===== config.mk =====
export PLATFORM = sky130hd
export DESIGN_NAME = mirror_array_power_sequencer
export DESIGN_NICKNAME = d
export VERILOG_FILES = /design/src/inc/seq_pkg.sv /design/src/hdl/delay_counter.sv /design/src/hdl/mirror_array_power_sequencer.sv
export SDC_FILE = /design/constraint.sdc
export NUM_CORES = 1
export LEC_CHECK = 0
export BUFFER_PORTS_ARGS = -buffer_cell sky130_fd_sc_hd__buf_2
export CAP_MARGIN = 25
export CORE_MARGIN = 1.5
export CORE_UTILIZATION = 54
export CTS_CLUSTER_DIAMETER = 30
export DETAILED_ROUTE_END_ITERATION = 6
export MAX_ROUTING_LAYER = met4
export PLACE_DENSITY_LB_ADDON = 0.15
export SLEW_MARGIN = 30
export SYNTH_ARGS = -nofsm -noshare
export SYNTH_HDL_FRONTEND = slang
export SYNTH_HIERARCHICAL = 1
export SYNTH_SLANG_ARGS = --single-unit

===== constraint.sdc =====
create_clock -name pclk -period 2.9 [get_ports pclk]
set_input_delay 0.29 -clock pclk [delete_from_list [all_inputs] [get_ports pclk]]
set_output_delay 0.29 -clock pclk [all_outputs]
set_load 0.005 [all_outputs]

===== src/inc/seq_pkg.sv =====
`default_nettype none
package seq_pkg;

	// ************************************************************
	// Timing.
	// ************************************************************
	localparam int CLK_HZ = 25000000;
	localparam int OFFSET_TO_BIAS_DELAY_MIN_US = 1000;
	localparam int OFFSET_TO_BIAS_DELAY_NOM_US = 2000;
	localparam int ENABLE_TO_GOOD_HOLD_NS = 100;
	localparam int CLK_PERIOD_NS = 40;
	localparam int OFFSET_TO_BIAS_CYCLES = OFFSET_TO_BIAS_DELAY_NOM_US * (CLK_HZ / 1000000);
	localparam int HOLD_CYCLES = (ENABLE_TO_GOOD_HOLD_NS + CLK_PERIOD_NS - 1) / CLK_PERIOD_NS;
	localparam int DISCHARGE_CYCLES = 2500;
	localparam int LOGIC_SETTLE_CYCLES = 2500;

	// ************************************************************
	// Register map.
	// ************************************************************
	localparam logic [11:0] CTRL_OFFSET = 12'h000;
	localparam logic [11:0] STATUS_OFFSET = 12'h004;
	localparam int CTRL_START_BIT = 0;
	localparam int CTRL_STOP_BIT = 1;
	localparam int CTRL_EMERG_BIT = 2;
	localparam logic [31:0] CTRL_RESET = 32'h00000000;

	typedef enum logic [3:0] {
		ST_OFF, ST_LOGIC_ON, ST_OFFSET_ON, ST_DELAY, ST_HV_ON, ST_GLOBAL_BIAS, ST_RUN,
		ST_PARK, ST_PWRDN, ST_HOLD, ST_DISCHARGE, ST_EPARK
	} seq_state_t;

	typedef struct packed {
		logic logic_supply_en;
		logic offset_supply_en;
		logic bias_supply_en;
		logic mirror_reset_supply_en;
		logic power_down_n;
		logic reset_output_enable_n;
		logic global_bias_cmd;
		logic park_req;
	} dev_ctl_t;

	typedef struct packed {
		logic logic_supply_good;
		logic offset_supply_good;
		logic park_done;
		logic park_done_output_enable_n;
		logic rails_discharged;
		logic power_loss;
	} dev_stat_t;

endpackage
`default_nettype wire


===== src/hdl/delay_counter.sv =====
`timescale 1ns/1ps
`default_nettype none
module delay_counter (
	input wire logic pclk,
	input wire logic presetn,
	input wire logic ce,
	input wire logic load,
	input wire logic [31:0] count,
	output logic done
);
	logic [31:0] remaining;

	// Loads a count and signals done once it has run down.
	always_ff @(posedge pclk or negedge presetn) begin
		if (!presetn) begin
			remaining <= 32'h00000000;
			done <= 1'b0;
		end else if (ce) begin
			if (load) begin
				remaining <= count;
				done <= 1'b0;
			end else if (remaining > 32'h00000001) begin
				remaining <= remaining - 32'h00000001;
			end else begin
				remaining <= 32'h00000000;
				done <= 1'b1;
			end
		end
	end
endmodule
`default_nettype wire


===== src/hdl/mirror_array_power_sequencer.sv =====
// Functional notes
// - Logic supply settles before other supplies.
// - Wait nominal 2 ms offset-to-bias.
// - Offset good held 100 ns after disable.
// - No reset-versus-bias supply ordering needed.
// - CMOS inputs low until logic settles.
// - Logic supply stays until rails discharge.
// - High voltage only after reset enable high.
// - Issue global bias after high voltage.
// - Park, then power-down, then disable supplies; offset, bias and mirror reset drop with power-down.
// - Emergency park; enable may drop late.
`timescale 1ns/1ps
`default_nettype none
module mirror_array_power_sequencer #(
	parameter int OFFSET_TO_BIAS_CYCLES = seq_pkg::OFFSET_TO_BIAS_CYCLES
) (
	input wire logic pclk,
	input wire logic presetn,
	input wire logic ce,
	input wire logic psel,
	input wire logic penable,
	input wire logic pwrite,
	input wire logic [11:0] paddr,
	input wire logic [31:0] pwdata,
	output logic [31:0] prdata,
	output logic pready,
	output logic pslverr,
	input wire seq_pkg::dev_stat_t dev_stat,
	output seq_pkg::dev_ctl_t dev_ctl,
	output logic cmos_inputs_enable
);

	// ************************************************************
	// Register bus.
	// ************************************************************
	seq_pkg::seq_state_t state;
	logic start_req;
	logic stop_req;
	logic emerg_req;
	logic bus_access;
	logic offset_good_seen_after_disable;

	assign bus_access = psel && penable;

	// Answers every access in its first access cycle; writes latch one-shot requests.
	always_ff @(posedge pclk or negedge presetn) begin
		if (!presetn) begin
			prdata <= 32'h00000000;
			pready <= 1'b0;
			pslverr <= 1'b0;
			start_req <= 1'b0;
			stop_req <= 1'b0;
			emerg_req <= 1'b0;
		end else if (ce) begin
			pready <= psel && !penable;
			pslverr <= 1'b0;
			if (psel && !penable) begin
				if (paddr == seq_pkg::CTRL_OFFSET) begin
					prdata <= seq_pkg::CTRL_RESET;
				end else if (paddr == seq_pkg::STATUS_OFFSET) begin
					prdata <= {20'h00000, offset_good_seen_after_disable, dev_stat.power_loss,
						dev_stat.rails_discharged, dev_stat.park_done, dev_stat.offset_supply_good,
						dev_stat.logic_supply_good, 2'h0, 4'(state)};
				end else begin
					prdata <= 32'h00000000;
					pslverr <= 1'b1;
				end
			end
			if (bus_access && pready && pwrite && paddr == seq_pkg::CTRL_OFFSET) begin
				start_req <= pwdata[seq_pkg::CTRL_START_BIT];
				stop_req <= pwdata[seq_pkg::CTRL_STOP_BIT];
				emerg_req <= pwdata[seq_pkg::CTRL_EMERG_BIT];
			end else begin
				start_req <= 1'b0;
				stop_req <= 1'b0;
				emerg_req <= emerg_req && state == seq_pkg::ST_RUN;
			end
		end
	end

	// ************************************************************
	// Timer.
	// ************************************************************
	logic timer_load;
	logic [31:0] timer_count;
	logic timer_done;
	seq_pkg::seq_state_t next_state;

	delay_counter u_timer (
		.pclk(pclk),
		.presetn(presetn),
		.ce(ce),
		.load(timer_load),
		.count(timer_count),
		.done(timer_done)
	);

	// Reloads the timer whenever the sequencer enters a timed state.
	always_comb begin
		timer_load = (next_state != state);
		case (next_state)
			seq_pkg::ST_LOGIC_ON: timer_count = 32'(seq_pkg::LOGIC_SETTLE_CYCLES);
			seq_pkg::ST_DELAY: timer_count = 32'(OFFSET_TO_BIAS_CYCLES);
			seq_pkg::ST_HOLD: timer_count = 32'(seq_pkg::HOLD_CYCLES);
			seq_pkg::ST_DISCHARGE: timer_count = 32'(seq_pkg::DISCHARGE_CYCLES);
			default: timer_count = 32'h00000001;
		endcase
	end

	// ************************************************************
	// Sequencer.
	// ************************************************************
	// Chooses the next step of the power sequence.
	always_comb begin
		next_state = state;
		case (state)
			seq_pkg::ST_OFF: begin
				if (start_req) begin
					next_state = seq_pkg::ST_LOGIC_ON;
				end
			end
			seq_pkg::ST_LOGIC_ON: begin
				if (timer_done && dev_stat.logic_supply_good) begin
					next_state = seq_pkg::ST_OFFSET_ON;
				end
			end
			seq_pkg::ST_OFFSET_ON: begin
				if (dev_stat.offset_supply_good) begin
					next_state = seq_pkg::ST_DELAY;
				end
			end
			seq_pkg::ST_DELAY: begin
				if (timer_done) begin
					next_state = seq_pkg::ST_HV_ON;
				end
			end
			seq_pkg::ST_HV_ON: next_state = seq_pkg::ST_GLOBAL_BIAS;
			seq_pkg::ST_GLOBAL_BIAS: next_state = seq_pkg::ST_RUN;
			seq_pkg::ST_RUN: begin
				if (emerg_req || dev_stat.power_loss) begin
					next_state = seq_pkg::ST_EPARK;
				end else if (stop_req) begin
					next_state = seq_pkg::ST_PARK;
				end
			end
			seq_pkg::ST_PARK: begin
				if (dev_stat.park_done) begin
					next_state = seq_pkg::ST_PWRDN;
				end
			end
			seq_pkg::ST_PWRDN: next_state = seq_pkg::ST_HOLD;
			seq_pkg::ST_HOLD: begin
				if (timer_done) begin
					next_state = seq_pkg::ST_DISCHARGE;
				end
			end
			seq_pkg::ST_DISCHARGE: begin
				if (timer_done && dev_stat.rails_discharged) begin
					next_state = seq_pkg::ST_OFF;
				end
			end
			seq_pkg::ST_EPARK: begin
				if (dev_stat.park_done_output_enable_n) begin
					next_state = seq_pkg::ST_PWRDN;
				end
			end
			default: next_state = seq_pkg::ST_OFF;
		endcase
	end

	// Holds the sequencer state.
	always_ff @(posedge pclk or negedge presetn) begin
		if (!presetn) begin
			state <= seq_pkg::ST_OFF;
		end else if (ce) begin
			state <= next_state;
		end
	end

	// ************************************************************
	// Device pins.
	// ************************************************************
	// Drives supply enables and control pins from the next state.
	always_ff @(posedge pclk or negedge presetn) begin
		if (!presetn) begin
			dev_ctl <= '0;
			cmos_inputs_enable <= 1'b0;
		end else if (ce) begin
			dev_ctl.logic_supply_en <= next_state != seq_pkg::ST_OFF;
			cmos_inputs_enable <= next_state != seq_pkg::ST_OFF && next_state != seq_pkg::ST_LOGIC_ON
				&& next_state != seq_pkg::ST_DISCHARGE;
			dev_ctl.reset_output_enable_n <= next_state != seq_pkg::ST_OFF && next_state != seq_pkg::ST_LOGIC_ON;
			// The offset enable trails the reset enable by a cycle, so the reset enable is already high.
			dev_ctl.offset_supply_en <= dev_ctl.reset_output_enable_n
				&& next_state inside {seq_pkg::ST_OFFSET_ON, seq_pkg::ST_DELAY, seq_pkg::ST_HV_ON,
				seq_pkg::ST_GLOBAL_BIAS, seq_pkg::ST_RUN, seq_pkg::ST_PARK, seq_pkg::ST_EPARK};
			dev_ctl.bias_supply_en <= next_state inside {seq_pkg::ST_HV_ON, seq_pkg::ST_GLOBAL_BIAS,
				seq_pkg::ST_RUN, seq_pkg::ST_PARK, seq_pkg::ST_EPARK};
			dev_ctl.mirror_reset_supply_en <= next_state inside {seq_pkg::ST_HV_ON, seq_pkg::ST_GLOBAL_BIAS,
				seq_pkg::ST_RUN, seq_pkg::ST_PARK, seq_pkg::ST_EPARK};
			dev_ctl.global_bias_cmd <= next_state == seq_pkg::ST_GLOBAL_BIAS;
			dev_ctl.park_req <= next_state == seq_pkg::ST_PARK || next_state == seq_pkg::ST_EPARK;
			dev_ctl.power_down_n <= !(next_state inside {seq_pkg::ST_PWRDN, seq_pkg::ST_HOLD,
				seq_pkg::ST_DISCHARGE, seq_pkg::ST_OFF});
		end
	end

	// Flags an offset good indication that dropped before its hold time ran out.
	always_ff @(posedge pclk or negedge presetn) begin
		if (!presetn) begin
			offset_good_seen_after_disable <= 1'b0;
		end else if (ce) begin
			if (state == seq_pkg::ST_HOLD && !timer_done && !dev_stat.offset_supply_good) begin
				offset_good_seen_after_disable <= 1'b1;
			end else if (start_req) begin
				offset_good_seen_after_disable <= 1'b0;
			end
		end
	end
endmodule
`default_nettype wire


# --- After elaboration in Yosys (flattened, before gate mapping) ---
# Cells that the tools add are included.
classes:
  n_eq_ne: 27
  order_cmp: 1
  mux: 26
  add_sub_neg: 1
  n_reduce_logical: 31
ops:
  columns: ["cell", "count"]
  rows:
  - ["32-bit 2-to-1 mux", 2]
  - ["16-bit one-hot mux with 3 select lines", 1]
  - ["4-bit one-hot mux with 12 select lines", 1]
  - ["4-bit 2-to-1 mux", 10]
  - ["4-bit by 3-bit equality test with 1-bit output, second input constant", 8]
  - ["4-bit equality test, second input constant", 8]
  - ["32-bit by 1-bit > comparator with 1-bit output, second input constant", 1]
  - ["32-bit by 1-bit subtractor with 32-bit output, second input constant", 1]
  - ["12-bit 2-to-1 mux", 2]
  - ["4-bit by 2-bit equality test with 1-bit output, second input constant", 4]
  - ["1-bit logical AND", 13]
  - ["12-bit by 3-bit equality test with 1-bit output, second input constant", 1]
  - ["12-bit zero test", 1]
  - ["1-bit 2-to-1 mux", 10]
  - ["4-bit by 1-bit equality test with 1-bit output, second input constant", 2]
  - ["4-bit zero test", 2]
  - ["4-bit nonzero test", 2]
  - ["7-bit nonzero test", 1]
  - ["2-bit AND reduction", 3]
  - ["5-bit nonzero test", 1]
  - ["1-bit zero test", 4]
  - ["4-bit by 1-bit != test with 1-bit output, second input constant", 1]
  - ["4-bit != test", 1]
  - ["4-bit != test, second input constant", 1]
  - ["4 further kinds", 5]
word_totals:
  input_bits: 56
  out_inout_bits: 43
  word_cells: 104
  register_bits: 83

# --- Depth between registers and ports, before layout ---
logic_depth:
  ltp_word: 7
  ltp_mapped: 12
  mapped_depth_nobuf: 9

# --- Cells and area by module ---
# The synthesis kept the hierarchy.
by_module_without_submodules:
  columns: ["module", "area_each_um2", "seq_area_each_um2", "cells_per_inst", "n_inst"]
  rows:
  - ["delay_counter", 2209.6, 825.8, 252, 1]
  - ["mirror_array_power_sequencer", 1811.7, 700.7, 193, 1]

# --- Worst setup path before layout ---
# Ideal clock, no wire load.
synth_path:
  path_kind: "register to register"
  from: "register state[0]"
  to: "register u_timer.remaining[3]"
  required_time_ns: 2.813
  synth_period_minus_slack_ns: 2.289
  path_buffers: 3
  setup_time_ns: 0.087
  setup_slack_ns: 0.611
  path_stages_with_launch: 12
  arrival_time_ns: 2.202
  cell_sequence: "dfrtp_1 > buf_6 > o31ai_4 > nor2_1 > o21ai_0 > nand2_1 > a31o_2 > clkbuf_1 > a41oi_1 > buf_2 > o311ai_0 > o211ai_1"
synth_between:
  elab_chain_cells: 5
  elab_cells_between_ends: 25
  cone_classes: "12 x eq/ne; 12 x mux; 1 x reduce/logical"
synth_rtl:
  columns: ["item", "line_no", "text"]
  rows:
  - ["from (decl)", "mirror_array_power_sequencer.sv:36", "seq_pkg::seq_state_t state;"]
  - ["from (signal assigned)", "mirror_array_power_sequencer.sv:174", "state <= seq_pkg::ST_OFF;"]
  - ["from (signal assigned)", "mirror_array_power_sequencer.sv:176", "state <= next_state;"]
  - ["4-bit 2-to-1 mux", "mirror_array_power_sequencer.sv:142", "end else if (stop_req) begin"]
  - ["4-bit 2-to-1 mux", "mirror_array_power_sequencer.sv:140", "if (emerg_req || dev_stat.power_loss) begin"]
  - ["4-bit one-hot mux with 12 select lines", "mirror_array_power_sequencer.sv:116", "case (state)"]
  - ["4-bit != test (*)", "mirror_array_power_sequencer.sv:100", "timer_load = (next_state != state);"]
  - ["net timer_load", "mirror_array_power_sequencer.sv:84", "logic timer_load;"]
  - ["32-bit 2-to-1 mux (*)", "delay_counter.sv:19", "if (load) begin"]
  - ["to (signal assigned)", "delay_counter.sv:20", "remaining <= count;"]
  - ["to (signal assigned)", "delay_counter.sv:23", "remaining <= remaining - 32'h00000001;"]
  - ["to (decl)", "delay_counter.sv:11", "logic [31:0] remaining;"]
# The timed path passes the listed nets; every way through them passes the cells marked *.
# A chain may end at the register's enable or synchronous reset.

# --- Worst setup path in the final report ---
layout_path:
  from: "register state[1]"
  to: "register u_timer.remaining[30]"
# Same word-level chain as after synthesis.

==> metrics.yaml <==
status: "finished, final reports clean"
ys_seq_elements: 61
end_kind: "flip-flop"
grt_use_total_pct: 27.9
syn_area_sq_mm: 0.00402
whs_ns: 0.184
synth_area_leaders: "dfrtp_1 (38%), buf_4 (4.9%), nand2_1 (3.4%)"
internal-power_mw: 2.35
period_needed_ns: 2.60
dieArea_sq_mm: 0.00797
crit_chain: "nor2_1, o21ai_0, o211ai_1, a31o_2, a41o_1, buf_4, or4_1, nand3_1"
grt_max_degree: 47
vdd_drop_max_mv: 0.450
start_util_pct: 55.7
grt_pass1_wl_mm: 16.5
worst_slack_ns: 0.299
p_per_area_mw_per_mm2: 920
slew_violations: 0
grt_pass1_vias: 3392
grt_setup_unrepaired: "false"
syn_area_per_cell_sq_um: 9.04
hold_violations: 0
drcViolationCount: 0
yosys_warnings: 6
cp-start-kind: "flip-flop"
avgViaCountPerCell: 5.99
yosysSeqAreaShare_pct: 38.0
post_cts_buffers: 0
vias: 3722
netlist_instances: 445
max_freq_mhz: 384
clockRootBuffer: "clkbuf_8"
yosysMostFrequentCell: "dfrtp_1"
switching_share_pct: 44.1
setup_viol: 0
worstPathRequired_ns: 3.17
seq_area_sq_mm: 0.00153
crit_path_start: "state[1]$_DFFE_PN0P_"
skew_ns: 0.00943
rr_startpoint: "state[1]$_DFFE_PN0P_"
p_comb_share_pct: 48.8
relSlewSlack_pct: 54.7
cp_slowest_cell: "dfrtp_1"
path_clk_slew_ns: 0.06
diodes: 0
gp_congestion: 0.909
cts_tree: "yes"
antenna_found_initial: 0
tns_ns: 0
crit_type: "flip-flop to flip-flop"
avgRoutedWirePerCell_microns: 16.5
area_delta_synth_final_pct: 13.9
clockPowerShare_pct: 15.8
max_cap_violations: 0
drtAntennaViolNets: 0
placed_cell_area_sq_mm: 0.00440
ys_types: 72
arrival_ns: 2.87
dpl.hpwl_mm: 7.24
num_rows: 31
synth_edf_count: 0
die_h_microns: 89.3
synth.top_cells.by_count: "dfrtp_1 (61), nand2_1 (36), buf_4 (26)"
tritoncts.num_buffers: 9
num_io_pins: 99
portBuffers: 47
dr.first_iter.drc_count: 216
power_switching_mw: 1.86
htreeDepth: 3
final_area_sq_mm: 0.00458
insertion_delay_ns: 0.34
die_x_microns: 89.3
fillCellCount: 645
grt-ovfl-total: 0
path_max_fanout: 20
firstDrtPassIters: 4
yosysTopAreaCell: "dfrtp_1"
fin_crit_sh_pct: 89.7
cts_sinks: 61
nNetsFinal: 577
p_seq_share_pct: 35.4
hold_class: "input port to flip-flop"
multi_input_area_sq_mm: 0.00227
dp_slack_ns: 0.370
wl_mm: 10.3
min_from: "pwdata[0]"
tightest_slew_ns: 0.680
ys.flop_type: "dfrtp_1"
cpPeakStageDelay_ns: 0.78
core_area_sq_mm: 0.00721
leakagePower_nw: 2.02
final_layout_size_suffix_gt1_share_pct: 20.7
synth_top_cell_area_share_pct: 38.0
async_flop_share_pct: 100
clock_path_buffers: 2
[state kept, by name (all words and copies together), names as in the netlist]
| register | cells |
|---|---|
| pslverr | 1 |
| u_timer/remaining | 32 |
| offset_good_seen_after_disable | 1 |
| start_req | 1 |
| emerg_req | 1 |
| state | 4 |
| u_timer/done | 1 |
| dev_ctl | 7 |
| cmos_inputs_enable | 1 |
| pready | 1 |
| stop_req | 1 |
| prdata | 10 |
[kinds of logic after synthesis]
family	synth area share, %
muxes	0.529
other	0.0933
buffers and inverters	9.52
DFF	38.0
and+or+nand+nor	24.5
AOI/OAI and AO/OA	26.7
adders and majority gates	0.622
[layout make-up]
type | instances | area share, %
tap | 99 | 2.70
multi-input combinational | 361 | 49.6
clock inverter | 2 | 0.219
timing repair buffer | 72 | 9.56
clock buffer | 12 | 3.39
sequential | 61 | 33.3
inverter | 14 | 1.15
[power by group through the flow]
stage / Sequential (mW) / Combinational (mW) / Clock (mW)
final: 1.49 / 2.06 / 0.666
after global routing: 1.53 / 2.27 / 0.716
after CTS: 1.48 / 2.04 / 0.677
after detailed placement: 1.49 / 2.03 / 0
after global placement: 1.47 / 1.97 / 0
after floorplan: 1.36 / 1.58 / 0
[cell usage in the layout (no fill, tap or decap), types with 3 or more instances in the layout]
cell type / Yosys / layout
o41ai_1: 6 / 6
and3_1: 11 / 11
nor3_1: 14 / 14
o22ai_1: 4 / 4
nand3_1: 20 / 20
o31ai_1: 3 / 3
inv_1: 14 / 14
nand4_1: 6 / 6
or4_4: 3 / 3
buf_4: 26 / 23
o21ai_0: 20 / 20
nor2b_1: 7 / 7
conb_1: 1 / 44
a221o_1: 4 / 4
o2bb2ai_1: 5 / 5
a2bb2oi_1: 3 / 3
a32oi_1: 4 / 4
o311ai_0: 7 / 7
a31oi_1: 5 / 5
nand3b_1: 4 / 4
or3_1: 6 / 6
a22o_1: 15 / 15
dfrtp_1: 61 / 61
nor3b_1: 6 / 6
nor2_1: 23 / 23
clkbuf_8: 0 / 11
a22oi_1: 3 / 3
nand2b_1: 6 / 6
nand2_1: 36 / 36
o21ai_1: 6 / 6
nor4_1: 10 / 10
o211ai_1: 9 / 9
a21oi_1: 22 / 22
buf_2: 6 / 47
[path summary, 6_finish.rpt]
kind                            slack (ns)                                end  cells past startpoint
worst max-delay path                  0.30  u_timer/remaining[30]$_DFFE_PN0P_                      8
max in group asynchronous             1.78  u_timer/remaining[26]$_DFFE_PN0P_                      3
worst max register to register        0.30  u_timer/remaining[30]$_DFFE_PN0P_                      8
min in group asynchronous             0.50             prdata[10]$_DFFE_PN0P_                      2
worst min-delay path                  0.18              start_req$_DFFE_PN0P_                      3
worst min register to register        0.50              prdata[7]$_DFFE_PN0P_                      1
[through the flow]
| step | cells | power, mW | utilization [%] |
|---|---|---|---|
| final | 621 | 4.21 | 63.5 |
| after global routing | 621 | 4.52 | 63.5 |
| after CTS | 621 | 4.19 | 63.5 |
| after detailed placement | 606 | 3.51 | 61.0 |
| after global placement | 606 | 3.44 | 61.0 |
| after floorplan | 488 | 2.95 | - |
[critical path, delay by kind of cell (launching register included)]
kind,cells,cell delay (ns)
AND/OR/NAND/NOR,3,0.75
AO/OA/AOI/OAI,4,0.84
buffers and inverters,1,0.16
flip-flops,1,0.78
[routing by layer]
layer	vias up	global-route usage, %	share of wire (%)
met5	-	-	0
met1	1819	34.2	44
met4	0	10.8	1.0
met3	12	3.88	5.2
li1	1774	-	-
met2	117	46.5	50
[timing repair]
item / 4_1_cts / 5_1_grt
endpoints found under the hold margin: 25 / 0
hold buffers: 1 / 0
gates resized for setup: 0 / 0
No activity file was read; power rests on OpenSTA's default activity.
